<file path="src/rtl/tkf_defs.vh">
// Purpose: Constants of the touchkey filter and proximity block.
// Assumes: Byte-wide register port, 16 channels, 13-bit impedances.
// Notes: Definitions only.
`ifndef TKF_DEFS_VH
`define TKF_DEFS_VH
`define TKF_ADDR_CTRL      8'h90
`define TKF_ADDR_GROUP_LO  8'h92
`define TKF_ADDR_GROUP_HI  8'h93
`define TKF_ADDR_NCFG      8'h96
`define TKF_ADDR_NTHR      8'h97
`define TKF_ADDR_NENV      8'h98
`define TKF_ADDR_FILT_LO   8'h9a
`define TKF_ADDR_FILT_HI   8'h9b
`define TKF_ADDR_NDATA_LO  8'hb0
`define TKF_ADDR_NDATA_HI  8'hb1
`define TKF_ADDR_RAW_LO    8'hb4
`define TKF_ADDR_RAW_HI    8'hb5
`define TKF_RST_BYTE       8'h00
`define TKF_RST_WORD       16'h0000
`define TKF_CTRL_MODE_MSB  1
`define TKF_CTRL_MODE_LSB  0
`define TKF_CTRL_EN_BIT    2
`define TKF_CTRL_CH_MSB    7
`define TKF_CTRL_CH_LSB    4
`define TKF_CFG_DITH_MSB   7
`define TKF_CFG_DITH_LSB   6
`define TKF_CFG_INT_MSB    4
`define TKF_CFG_INT_LSB    2
`define TKF_CFG_ACC_MSB    1
`define TKF_CFG_ACC_LSB    0
`define TKF_ENV_FORCE_BIT  7
`define TKF_ENV_THR_MSB    6
`define TKF_MODE_NONE      2'h0
`define TKF_MODE_ONE       2'h1
`define TKF_MODE_TWO       2'h2
`define TKF_ACC_CAL        2'h1
`define TKF_INT_MAX_CODE   3'h4
`define TKF_DITH_BASE_LOG  3'h2
`define TKF_DITH_SHIFT     2
`define TKF_HYST_SHIFT     2
`define TKF_IMP_MAX        13'h1fff
`endif

</file>
<file path="src/rtl/tkf_argmax.v">
// Purpose: Picks the candidate channel with the largest impedance change.
// Assumes: Deltas are packed, channel 0 in the lowest bits.
// Notes: Ties go to the lowest channel number; no candidate gives zero.
`timescale 1ns/10ps
`default_nettype none
module tkf_argmax #(
  parameter NCH = 16,
  parameter DW = 13
) (
  input wire [NCH-1:0] cand_i,
  input wire [NCH*DW-1:0] delta_i,
  output reg [NCH-1:0] pick_o
);
  integer i;
  reg [DW-1:0] best;
  reg found;
  always @*
  begin
    best = {DW{1'b0}};
    found = 1'b0;
    pick_o = {NCH{1'b0}};
    for (i = 0; i < NCH; i = i + 1)
    begin
      if (cand_i[i] && (!found || delta_i[i*DW +: DW] > best))
      begin
        best = delta_i[i*DW +: DW];
        found = 1'b1;
        pick_o = {NCH{1'b0}};
        pick_o[i] = 1'b1;
      end
    end
  end
endmodule // tkf_argmax
`default_nettype wire

</file>
<file path="src/rtl/tkf_top.v">
// Purpose: Touch bitmaps, key filter and dithered proximity engine with byte registers.
// Assumes: Measurement inputs come from logic on sys_clk_i; host side decodes I2C into reg strobes.
// Notes: Read data appears one cycle after reg_rd_i.
`include "tkf_defs.vh"
`timescale 1ns/10ps
`default_nettype none
module tkf_top #(
  parameter NCH = 16,
  parameter DW = 13,
  parameter TW = 9
) (
  input wire sys_clk_i,
  input wire rst_i,
  input wire [7:0] reg_addr_i,
  input wire [7:0] reg_wdata_i,
  input wire reg_wr_i,
  input wire reg_rd_i,
  output reg [7:0] reg_rdata_o,
  output reg reg_rvalid_o,
  input wire [NCH*DW-1:0] chan_imp_i,
  input wire [NCH*DW-1:0] chan_cal_i,
  input wire [NCH*TW-1:0] chan_thr_i,
  input wire meas_done_i,
  output wire [NCH-1:0] raw_touch_o,
  output wire [NCH-1:0] filtered_key_o,
  output wire near_status_o
);
  reg [7:0] ctrl_r;
  reg [15:0] group_r;
  reg [7:0] ncfg_r;
  reg [7:0] nthr_r;
  reg [7:0] nenv_r;
  reg [NCH-1:0] raw_r;
  reg [NCH-1:0] filt_r;
  reg [NCH*DW-1:0] delta;
  reg [DW+5:0] acc_r;
  reg [5:0] dcnt_r;
  reg [DW-1:0] dith_r;
  reg [DW-1:0] ncal_r;
  reg [4:0] icnt_r;
  reg force_pend_r;
  reg cal_done_r;
  reg near_r;
  reg [7:0] rd_nxt;
  wire [1:0] mode = ctrl_r[`TKF_CTRL_MODE_MSB:`TKF_CTRL_MODE_LSB];
  wire near_en = ctrl_r[`TKF_CTRL_EN_BIT];
  wire [3:0] near_channel_pick = ctrl_r[`TKF_CTRL_CH_MSB:`TKF_CTRL_CH_LSB];
  wire [1:0] dith_code = ncfg_r[`TKF_CFG_DITH_MSB:`TKF_CFG_DITH_LSB];
  wire [2:0] int_code = ncfg_r[`TKF_CFG_INT_MSB:`TKF_CFG_INT_LSB];
  wire [1:0] acc_mode = ncfg_r[`TKF_CFG_ACC_MSB:`TKF_CFG_ACC_LSB];
  wire force_bit = nenv_r[`TKF_ENV_FORCE_BIT];
  wire [6:0] env_thr = nenv_r[`TKF_ENV_THR_MSB:0];
  wire [DW-1:0] sel_imp = chan_imp_i[near_channel_pick*DW +: DW];
  wire [2:0] dith_log = {1'b0, dith_code} + `TKF_DITH_BASE_LOG;
  wire [5:0] dith_len = 6'h01 << dith_log;
  wire [2:0] int_eff = (int_code > `TKF_INT_MAX_CODE) ? `TKF_INT_MAX_CODE : int_code;
  wire [4:0] int_len = 5'h01 << int_eff;
  wire [DW+5:0] acc_sum = acc_r + {6'h00, sel_imp};
  wire [DW+5:0] acc_scaled = acc_sum >> `TKF_DITH_SHIFT;
  wire [DW-1:0] dith_new = (|acc_scaled[DW+5:DW]) ? `TKF_IMP_MAX : acc_scaled[DW-1:0];
  wire dith_last = (dcnt_r + 6'h01) == dith_len;
  wire [DW-1:0] near_diff = (dith_r > ncal_r) ? dith_r - ncal_r : ncal_r - dith_r;
  wire [DW-1:0] new_diff = (dith_new > ncal_r) ? dith_new - ncal_r : ncal_r - dith_new;
  wire [DW-1:0] near_data = (acc_mode == `TKF_ACC_CAL) ? ncal_r : dith_r;
  wire [15:0] near_port = {near_r, cal_done_r, 1'b0, near_data};

  // Per-channel magnitude of impedance change and hysteresis compare.
  integer c;
  reg [NCH-1:0] raw_nxt;
  reg [DW-1:0] d;
  reg [TW-1:0] t;
  always @*
  begin
    delta = {NCH*DW{1'b0}};
    raw_nxt = raw_r;
    for (c = 0; c < NCH; c = c + 1)
    begin
      d = (chan_imp_i[c*DW +: DW] > chan_cal_i[c*DW +: DW]) ?
          chan_imp_i[c*DW +: DW] - chan_cal_i[c*DW +: DW] :
          chan_cal_i[c*DW +: DW] - chan_imp_i[c*DW +: DW];
      t = chan_thr_i[c*TW +: TW];
      delta[c*DW +: DW] = d;
      if ({{DW-TW{1'b0}}, t} < d)
        raw_nxt[c] = 1'b1;
      else if ({{DW-TW{1'b0}}, t - (t >> `TKF_HYST_SHIFT)} >= d)
        raw_nxt[c] = 1'b0;
    end
  end

  // Key filter: three chained picks of the largest change within the group.
  wire [NCH-1:0] cand1 = raw_r & group_r[NCH-1:0];
  wire [NCH-1:0] pick1;
  wire [NCH-1:0] pick2;
  wire [NCH-1:0] pick3;
  reg [NCH*DW-1:0] delta_r;
  tkf_argmax #(.NCH(NCH), .DW(DW)) u_pick1 (
    .cand_i(cand1),
    .delta_i(delta_r),
    .pick_o(pick1)
  );
  tkf_argmax #(.NCH(NCH), .DW(DW)) u_pick2 (
    .cand_i(cand1 & ~pick1),
    .delta_i(delta_r),
    .pick_o(pick2)
  );
  tkf_argmax #(.NCH(NCH), .DW(DW)) u_pick3 (
    .cand_i(cand1 & ~pick1 & ~pick2),
    .delta_i(delta_r),
    .pick_o(pick3)
  );
  reg [NCH-1:0] kept;
  always @*
  begin
    case (mode)
      `TKF_MODE_NONE: kept = cand1;
      `TKF_MODE_ONE: kept = pick1;
      `TKF_MODE_TWO: kept = pick1 | pick2;
      default: kept = pick1 | pick2 | pick3;
    endcase
  end

  always @(posedge sys_clk_i)
  begin
    if (rst_i)
    begin
      raw_r <= `TKF_RST_WORD;
      delta_r <= {NCH*DW{1'b0}};
      filt_r <= `TKF_RST_WORD;
    end
    else
    begin
      raw_r <= raw_nxt;
      delta_r <= delta;
      filt_r <= (raw_r & ~group_r[NCH-1:0]) | kept;
    end
  end

  // Register writes.
  always @(posedge sys_clk_i)
  begin
    if (rst_i)
    begin
      ctrl_r <= `TKF_RST_BYTE;
      group_r <= `TKF_RST_WORD;
      ncfg_r <= `TKF_RST_BYTE;
      nthr_r <= `TKF_RST_BYTE;
      nenv_r <= `TKF_RST_BYTE;
    end
    else if (reg_wr_i)
    begin
      case (reg_addr_i)
        `TKF_ADDR_CTRL: ctrl_r <= reg_wdata_i;
        `TKF_ADDR_GROUP_LO: group_r[7:0] <= reg_wdata_i;
        `TKF_ADDR_GROUP_HI: group_r[15:8] <= reg_wdata_i;
        `TKF_ADDR_NCFG: ncfg_r <= reg_wdata_i;
        `TKF_ADDR_NTHR: nthr_r <= reg_wdata_i;
        `TKF_ADDR_NENV: nenv_r <= reg_wdata_i;
        default: ctrl_r <= ctrl_r;
      endcase
    end
  end

  // Proximity engine: accumulate samples of the chosen channel, then track the reference.
  wire force_wr = reg_wr_i && (reg_addr_i == `TKF_ADDR_NENV) && reg_wdata_i[`TKF_ENV_FORCE_BIT] && !force_bit;
  always @(posedge sys_clk_i)
  begin
    if (rst_i)
    begin
      acc_r <= {DW+6{1'b0}};
      dcnt_r <= 6'h00;
      dith_r <= {DW{1'b0}};
      ncal_r <= {DW{1'b0}};
      icnt_r <= 5'h00;
      force_pend_r <= 1'b0;
      cal_done_r <= 1'b0;
      near_r <= 1'b0;
    end
    else if (!near_en)
    begin
      acc_r <= {DW+6{1'b0}};
      dcnt_r <= 6'h00;
      icnt_r <= 5'h00;
      near_r <= 1'b0;
      if (force_wr)
        force_pend_r <= 1'b1;
      if (force_wr)
        cal_done_r <= 1'b0;
    end
    else
    begin
      if (force_wr)
      begin
        force_pend_r <= 1'b1;
        cal_done_r <= 1'b0;
      end
      near_r <= near_diff > {{DW-8{1'b0}}, nthr_r};
      if (meas_done_i)
      begin
        if (dith_last)
        begin
          acc_r <= {DW+6{1'b0}};
          dcnt_r <= 6'h00;
          dith_r <= dith_new;
          if (force_pend_r && !force_wr)
          begin
            ncal_r <= dith_new;
            force_pend_r <= 1'b0;
            cal_done_r <= 1'b1;
            icnt_r <= 5'h00;
          end
          else if ((icnt_r + 5'h01) == int_len)
          begin
            icnt_r <= 5'h00;
            if (new_diff < {{DW-7{1'b0}}, env_thr})
              ncal_r <= dith_new;
          end
          else
            icnt_r <= icnt_r + 5'h01;
        end
        else
        begin
          acc_r <= acc_sum;
          dcnt_r <= dcnt_r + 6'h01;
        end
      end
    end
  end

  // Register reads, one cycle after the strobe.
  always @*
  begin
    case (reg_addr_i)
      `TKF_ADDR_CTRL: rd_nxt = ctrl_r;
      `TKF_ADDR_GROUP_LO: rd_nxt = group_r[7:0];
      `TKF_ADDR_GROUP_HI: rd_nxt = group_r[15:8];
      `TKF_ADDR_NCFG: rd_nxt = ncfg_r;
      `TKF_ADDR_NTHR: rd_nxt = nthr_r;
      `TKF_ADDR_NENV: rd_nxt = nenv_r;
      `TKF_ADDR_FILT_LO: rd_nxt = filt_r[7:0];
      `TKF_ADDR_FILT_HI: rd_nxt = filt_r[15:8];
      `TKF_ADDR_NDATA_LO: rd_nxt = near_port[7:0];
      `TKF_ADDR_NDATA_HI: rd_nxt = near_port[15:8];
      `TKF_ADDR_RAW_LO: rd_nxt = raw_r[7:0];
      `TKF_ADDR_RAW_HI: rd_nxt = raw_r[15:8];
      default: rd_nxt = `TKF_RST_BYTE;
    endcase
  end

  always @(posedge sys_clk_i)
  begin
    if (rst_i)
    begin
      reg_rdata_o <= `TKF_RST_BYTE;
      reg_rvalid_o <= 1'b0;
    end
    else
    begin
      reg_rvalid_o <= reg_rd_i;
      if (reg_rd_i)
        reg_rdata_o <= rd_nxt;
    end
  end

  assign raw_touch_o = raw_r;
  assign filtered_key_o = filt_r;
  assign near_status_o = near_r;
endmodule // tkf_top
`default_nettype wire

</file>
<file path="config.mk">
export PLATFORM = sky130hd
export DESIGN_NAME = tkf_top
export DESIGN_NICKNAME = d
export VERILOG_FILES = /design/src/rtl/tkf_argmax.v /design/src/rtl/tkf_top.v
export VERILOG_INCLUDE_DIRS = /design/src /design/src/rtl
export SDC_FILE = /design/constraint.sdc
export NUM_CORES = 2
export LEC_CHECK = 0
export BUFFER_PORTS_ARGS = -buffer_cell sky130_fd_sc_hd__buf_2
export CORE_MARGIN = 2
export CORE_UTILIZATION = 63
export DETAILED_ROUTE_END_ITERATION = 6
export PLACE_DENSITY = 0.84
export SYNTH_ARGS = -nofsm -noshare
export SYNTH_HDL_FRONTEND = slang
export SYNTH_SLANG_ARGS = --single-unit
</file>
<file path="constraint.sdc">
create_clock -name sys_clk_i -period 124 [get_ports sys_clk_i]
set_input_delay 24.8 -clock sys_clk_i [delete_from_list [all_inputs] [get_ports sys_clk_i]]
set_output_delay 24.8 -clock sys_clk_i [all_outputs]
set_load 0.05 [all_outputs]
</file>
=== Word level (Yosys, flattened, before mapping) ===
Index checks and enable logic that the tools add are counted.

* Register bits after elaboration: 356
* Bits in latches: 0
* RAM bits: 0
* ROM bits: 0
* Bits of input ports: 581
* Output and inout port bits: 42
* Logic and storage cells: 601
* Memories kept: 0

* Add/sub/neg operators: 56
* $mul: 1
* Div/mod/pow operators: 0
* Magnitude comparators: 98
* Equality and inequality tests: 17
* Shift operators: 3
* Multiplexer cells: 210
* Bitwise logic cells: 11
* Reductions and logical operators: 171

{| class="wikitable"
|+ Operators with widths
! kind !! count
|-
| 2-to-1 mux 13 bit || 68
|-
| > comparator 13 bit || 63
|-
| 2-to-1 mux 16 bit || 45
|-
| subtractor 13 bit || 36
|-
| >= comparator 9 x 13 -> 1 bit || 16
|-
| less-than comparator 9 x 13 -> 1 bit || 16
|-
| indexed part select 208 x 9 -> 13 bit || 1
|-
| subtractor 9 x 7 -> 9 bit || 16
|-
| == test 8 bit, second input constant || 12
|-
| one-hot mux 8 bit (12 select lines) || 1
|-
| 2-to-1 mux 1 bit || 90
|-
| AND 16 bit || 4
|-
| logical AND 1 bit || 49
|-
| NOT 16 bit || 3
|-
| bitwise OR 16 bit || 3
|-
| one-hot mux 16 bit (3 select lines) || 1
|-
| zero test 1 bit || 47
|-
| logical OR 1 bit || 45
|-
| nonzero test 2 bit || 18
|-
| adder 19 x 13 -> 19 bit || 1
|-
| 2-to-1 mux 19 bit || 1
|-
| AND reduction 2 bit || 7
|-
| > comparator 13 x 8 -> 1 bit || 1
|-
| less-than comparator 13 x 7 -> 1 bit || 1
|-
| 20 further kinds || 22
|}

=== Longest topological paths before layout ===
* Depth in word-level cells: 191
* Depth in mapped cells: 710
* Mapped depth without buffers: 649

=== By module ===
A second synthesis with hierarchy kept.

* Cell total of the unflattened synthesis: 9573
* Area total of the unflattened synthesis: 71609.9 sq um

{| class="wikitable"
|+ By module, submodules not included
! module !! instances !! cells an instance !! area each (sq um)
|-
| tkf_top || 1 || 5968 || 46545.9
|-
| tkf_argmax (u_pick1) || 1 || 1257 || 8748.4
|-
| tkf_argmax (u_pick2) || 1 || 1187 || 8313.0
|-
| tkf_argmax (u_pick3) || 1 || 1161 || 8002.7
|}

=== Worst setup path after synthesis ===
Ideal clock, no wire load.

* Kind: flip-flop to flip-flop
* Start: register raw_r[0] (netlist: raw_touch_o[0])
* End: register filt_r[9] (netlist: filtered_key_o[9])
* Library setup time: 0.075 ns
* Data arrival time: 103.863 ns
* Data required time: 123.925 ns
* Setup slack: 20.062 ns
* Cell stages (with the launch flop): 679
* Path buffers: 64
* Clock period less this slack: 103.938 ns
* Path through: dfxtp_1 and2_1 buf_2 buf_4 clkbuf_1 nand2_1 ha_1 and4_1 buf_2 nand2_1 a21oi_1 o31a_1 clkbuf_1 nand2_1 o21ai_0 inv_1 ha_1 and3_1 [643 not listed] nand2b_1 a21oi_1 nor2b_1 o21ai_0 nand2b_1 a21oi_1 nor2b_1 o21ai_0 nand2b_1 a21oi_1 o32a_1 nor3b_1 nor3_1 and2_1 or2b_1 nor2_1 nand4_1 o22ai_1

* Cells in the longest elaborated chain, start to end: 191

{| class="wikitable"
|+ RTL lines
! item !! line !! source
|-
| start, declared || tkf_top.v:33 || <nowiki>reg [NCH-1:0] raw_r;</nowiki>
|-
| start signal, assigned || tkf_top.v:126 || <nowiki>raw_r <= `TKF_RST_WORD;</nowiki>
|-
| start signal, assigned || tkf_top.v:132 || <nowiki>raw_r <= raw_nxt;</nowiki>
|-
| AND 16 bit * || tkf_top.v:91 || <nowiki>wire [NCH-1:0] cand1 = raw_r & group_r[NCH-1:0];</nowiki>
|-
| 2-to-1 mux 13 bit / 2-to-1 mux 1 bit (equally long branches) || tkf_argmax.v:24 || <nowiki>if (cand_i[i] && (!found || delta_i[i*DW +: DW] > best))</nowiki>
|-
| > comparator 13 bit / zero test 1 bit (equally long branches) || tkf_argmax.v:24 ||
|-
| logical OR 1 bit || tkf_argmax.v:24 ||
|-
| logical AND 1 bit || tkf_argmax.v:24 ||
|-
| 2-to-1 mux 13 bit / 2-to-1 mux 1 bit (equally long branches) || tkf_argmax.v:24 ||
|-
| > comparator 13 bit / zero test 1 bit (equally long branches) || tkf_argmax.v:24 ||
|-
| logical OR 1 bit || tkf_argmax.v:24 ||
|-
| [175 not listed] || -- ||
|-
| 2-to-1 mux 13 bit / 2-to-1 mux 1 bit (equally long branches) || tkf_argmax.v:24 ||
|-
| > comparator 13 bit / zero test 1 bit (equally long branches) || tkf_argmax.v:24 ||
|-
| logical OR 1 bit || tkf_argmax.v:24 ||
|-
| logical AND 1 bit || tkf_argmax.v:24 ||
|-
| 2-to-1 mux 16 bit || tkf_argmax.v:24 ||
|-
| bitwise OR 16 bit || tkf_top.v:118 || <nowiki>default: kept = pick1 | pick2 | pick3;</nowiki>
|-
| one-hot mux 16 bit (3 select lines) * || tkf_top.v:114 || <nowiki>case (mode)</nowiki>
|-
| bitwise OR 16 bit * || tkf_top.v:134 || <nowiki>filt_r <= (raw_r & ~group_r[NCH-1:0]) | kept;</nowiki>
|-
| end signal, assigned || tkf_top.v:128 || <nowiki>filt_r <= `TKF_RST_WORD;</nowiki>
|-
| end signal, assigned || tkf_top.v:134 ||
|-
| end, declared || tkf_top.v:34 || <nowiki>reg [NCH-1:0] filt_r;</nowiki>
|}

Mark *: on every way between the ends. The rest lies on a longest branch, timed or not.
A chain may end at the register's enable or synchronous reset.

=== Worst setup path after layout ===
Same ends and word-level chain as after synthesis.

==> results_dict.tcl <==
set metrics [dict create \
    synth_area_leaders "ha_1 (26%), dfxtp_1 (11%), a21oi_1 (6.3%), inv_1 (5.6%), mux2i_1 (4.3%)" \
    post-place-cells 10720 \
    finalHoldViolations 0 \
    row_count 120 \
    drv_slew 0 \
    nFillCells 9270 \
    worst_slew_pin_slew_ps 1276 \
    io_pins 623 \
    core_um2 106900 \
    yosysUniqueCellTypes 124 \
    power_frac_seq_pct 25.6 \
    synthesis.nets 10950 \
    hp-start "ncfg_r[5]" \
    slowest_delay_ps 590 \
    antenna_found_initial 24 \
    die_y_um 332.0 \
    wl_per_cell_um 23.61 \
    syn_area_per_cell_um2 7.602 \
    grt_pass1_wl_um 385200 \
    synth_seq_area_share_pct 10.52 \
    arrival_ps 114290 \
    met2_usage_pct 69.50 \
    r2r-start "raw_touch_o[0]" \
    crit_required_ps 124560 \
    clock-sinks 356 \
    rr_worst_depth 625 \
    crit_top_cell "o21ai_0" \
    yosys_register_bits 356 \
    synthFlopType "dfxtp_1" \
    fin_worst_skew_ps 44.45 \
    cp-end-kind "register" \
    p_leak_nw 37.10 \
    drt_first_pass_iters 7 \
    dp_hpwl_um 213300 \
    fmax_ghz 0.008793 \
    cts.reportedPaths.clkPinSlew_ps 70 \
    die_area_um2 110200 \
    instances_no_fill 10820 \
    ys_async_sr_fraction_pct 0 \
    layout_setup_ws_ps 10270 \
    switchingPower_w 0.0002892 \
    vdd.ir_drop.worst_mv 0.008366 \
    first_global_vias 67320 \
    regToRegSetupSlack_ps 10270 \
    place_ws_ps 6033 \
    maxCapViolCount 0 \
    outcome "finished with violations" \
    layout-drive-gt1-share_pct 11.38 \
    track_usage_pct 44.23 \
    htreeDepth 2 \
    power.share.clock_pct 21.6 \
    failed_checks "DRC" \
    cts_buffer_depth 3 \
    synth_edf_count 0 \
    startpoint_type "register" \
    wirelength_um 255400 \
    netlist.area_leader.share_pct 25.85 \
    ant_nets 0 \
    hold_class "register to register" \
    grt_max_degree 108 \
    cp_slowest_cell "a211o_2" \
    overflow 0 \
    min_to "ncfg_r[5]" \
    p_int_w 0.0003475 \
    drc_errors 8 \
    finalSetupViolations 0 \
    vias_per_cell 6.475 \
    cts_tree "built" \
    crit_type "register to register" \
    use_met1_pct 54.50 \
    period_needed_ps 113730 \
    synth_area_um2 67770 \
    drt_iter0_drc 7681 \
    cts_buffers 43 \
    grt_busiest_layer "met2" \
    relSlewSlack_pct 12.75 \
    period_share_pct 91.72 \
    ctsHoldBuffers 0 \
    routed-via-count 70060 \
    start_util_pct 63.39 \
    powerDensity_nw_per_um2 8.646 \
    areaGrowthSynthToFinish_pct 8.672 \
    sw_frac_of_total_pct 45.42 \
    cp_max_fo 41 \
    place_congestion 1.090 \
    nets 11400 \
    combPwrFrac_pct 52.7 \
    synth_top_cell_by_area "ha_1" \
    hold_depth 2 \
    hold_slack_ps 462.7 \
    setup_tns_ps 0 \
    synth_warnings 0 \
    die_w_um 332.0 \
    reg2reg_to "filtered_key_o[9]" \
    clk_latency_ps 660 \
    cts-root-buf "clkbuf_16" \
    syn-instance-count 8915 \
    place_area_um2 71900 \
    final_cell_area_um2 73650 \
    portBuffers 622 \
    grt_use_met3_pct 10.67 \
]
-- sequential cells by signal (all words and copies together) (netlist names), 13 cells and up --
name            flops
dith_r             13
filtered_key_o     16
acc_r              19
delta_r           208
raw_touch_o        16
ncal_r             13
group_r            16
-- how the worst max path moves through the flow --
stage | from | end | slack [ps]
after floorplan | raw_touch_o[0] | filtered_key_o[9] | 20060
after global placement | raw_touch_o[0] | filtered_key_o[9] | 8950
after detailed placement | raw_touch_o[0] | filtered_key_o[9] | 6030
after CTS | raw_touch_o[0] | filtered_key_o[9] | 5740
after global routing | raw_touch_o[0] | filtered_key_o[9] | -80
final | raw_touch_o[0] | filtered_key_o[9] | 10270
-- cell type report --
cell class	instances	area, um2	share of cell area [%]
flip-flops and latches	356	7134	9.687
clock buffers	56	1206	1.638
well taps	1403	1755	2.384
inverters	1023	3840	5.214
repair buffers	705	3746	5.087
diodes	13	32.53	0.04417
multi-input cells	7240	55640	75.55
clock inverters	23	289.0	0.3925
-- cell usage after synthesis, types with 53 or more instances --
cell type and count:
ha_1 1400, inv_1 1019, a21oi_1 857, nor2_1 702, nand2_1 568, o21ai_0 562
a21o_1 371, dfxtp_1 356, mux2i_1 293, nor2b_1 236, xnor2_1 222, clkbuf_1 209
nand2b_1 206, o21bai_1 195, nand3_1 185, xor2_1 130, nand4_1 106, a31oi_1 96
nor3_1 79, mux2_2 75, mux4_2 70, a211oi_1 54, fa_1 53
-- routing by layer --
layer,vias to the layer above,part of all wire (%)
met5,-,0.062
met4,24,7.3
li1,32660,-
met3,979,11
met1,32600,39
met2,3799,43
-- worst max-delay path: cells and delay by family, from the launching register on --
family / cells / cell delay [ps]
buffers and inverters: 30 / 5630
multiplexers: 13 / 4300
AND/OR/NAND/NOR: 234 / 32210
AO/OA/AOI/OAI: 303 / 56900
flip-flops: 1 / 540
adder cells (fa/ha/maj): 45 / 13720
-- placed cells by master, fill, tap and decap left out, drive strengths merged, types with 18 or more instances in the layout --
| cell | netlist | layout |
|---|---|---|
| o21bai | 195 | 195 |
| a2111oi | 26 | 26 |
| a221oi | 45 | 45 |
| a211oi | 59 | 59 |
| o22ai | 21 | 21 |
| nor4 | 43 | 43 |
| nand2 | 570 | 570 |
| ha | 1400 | 1400 |
| a22oi | 32 | 32 |
| and4 | 31 | 31 |
| o211ai | 31 | 31 |
| mux4 | 70 | 70 |
| nand2b | 206 | 206 |
| nor2 | 704 | 705 |
| o21a | 35 | 35 |
| and3 | 42 | 42 |
| nor2b | 236 | 236 |
| dfxtp | 356 | 356 |
| a31oi | 103 | 103 |
| or3 | 30 | 30 |
| a21oi | 860 | 860 |
| nor3 | 83 | 83 |
| o31ai | 35 | 36 |
| nand3 | 185 | 185 |
| a211o | 22 | 23 |
| xor2 | 130 | 130 |
| mux2i | 295 | 295 |
| inv | 1019 | 1026 |
| or2 | 28 | 28 |
| xnor2 | 222 | 222 |
| clkbuf | 209 | 56 |
| o21ai | 586 | 587 |
| a221o | 18 | 18 |
| buf | 88 | 705 |
| fa | 53 | 53 |
| a21o | 371 | 371 |
| a311oi | 21 | 21 |
| and2 | 43 | 43 |
| nand4 | 106 | 106 |
| mux2 | 76 | 76 |
-- repair_timing --
action	CTS	global route
endpoints found under the setup margin	0	16
gates resized for setup	0	37
setup buffers	0	7
-- stage by stage --
stage	utilization, %	power (W)
detailed placement	67.26	0.0004880
CTS	68.66	0.0006265
finish	68.89	0.0006368
global route	68.89	0.0006806
floorplan	-	0.0003813
global placement	67.26	0.0004764
-- cell families after synthesis --
family / count (synthesis) / synth area share [%]
buffers and inverters: 1324 / 7.705
AO/OA/AOI/OAI: 2630 / 24.85
adder cells (fa/ha/maj): 1454 / 27.43
XOR/XNOR: 352 / 4.549
multiplexers: 441 / 7.989
AND/OR/NAND/NOR: 2358 / 16.96
flip-flops: 356 / 10.52
-- power by group through the flow --
| stage | logic, W | clock network (W) | registers, W |
|---|---|---|---|
| 2_1_floorplan | 0.000237 | 0 | 0.000144 |
| 3_3_place_gp | 0.000313 | 0 | 0.000163 |
| 3_5_place_dp | 0.000326 | 0 | 0.000162 |
| 4_1_cts | 0.000328 | 0.000138 | 0.000160 |
| 5_1_grt | 0.000377 | 0.000142 | 0.000162 |
| 6_report | 0.000336 | 0.000138 | 0.000163 |
(Power assumes the default switching activity.)
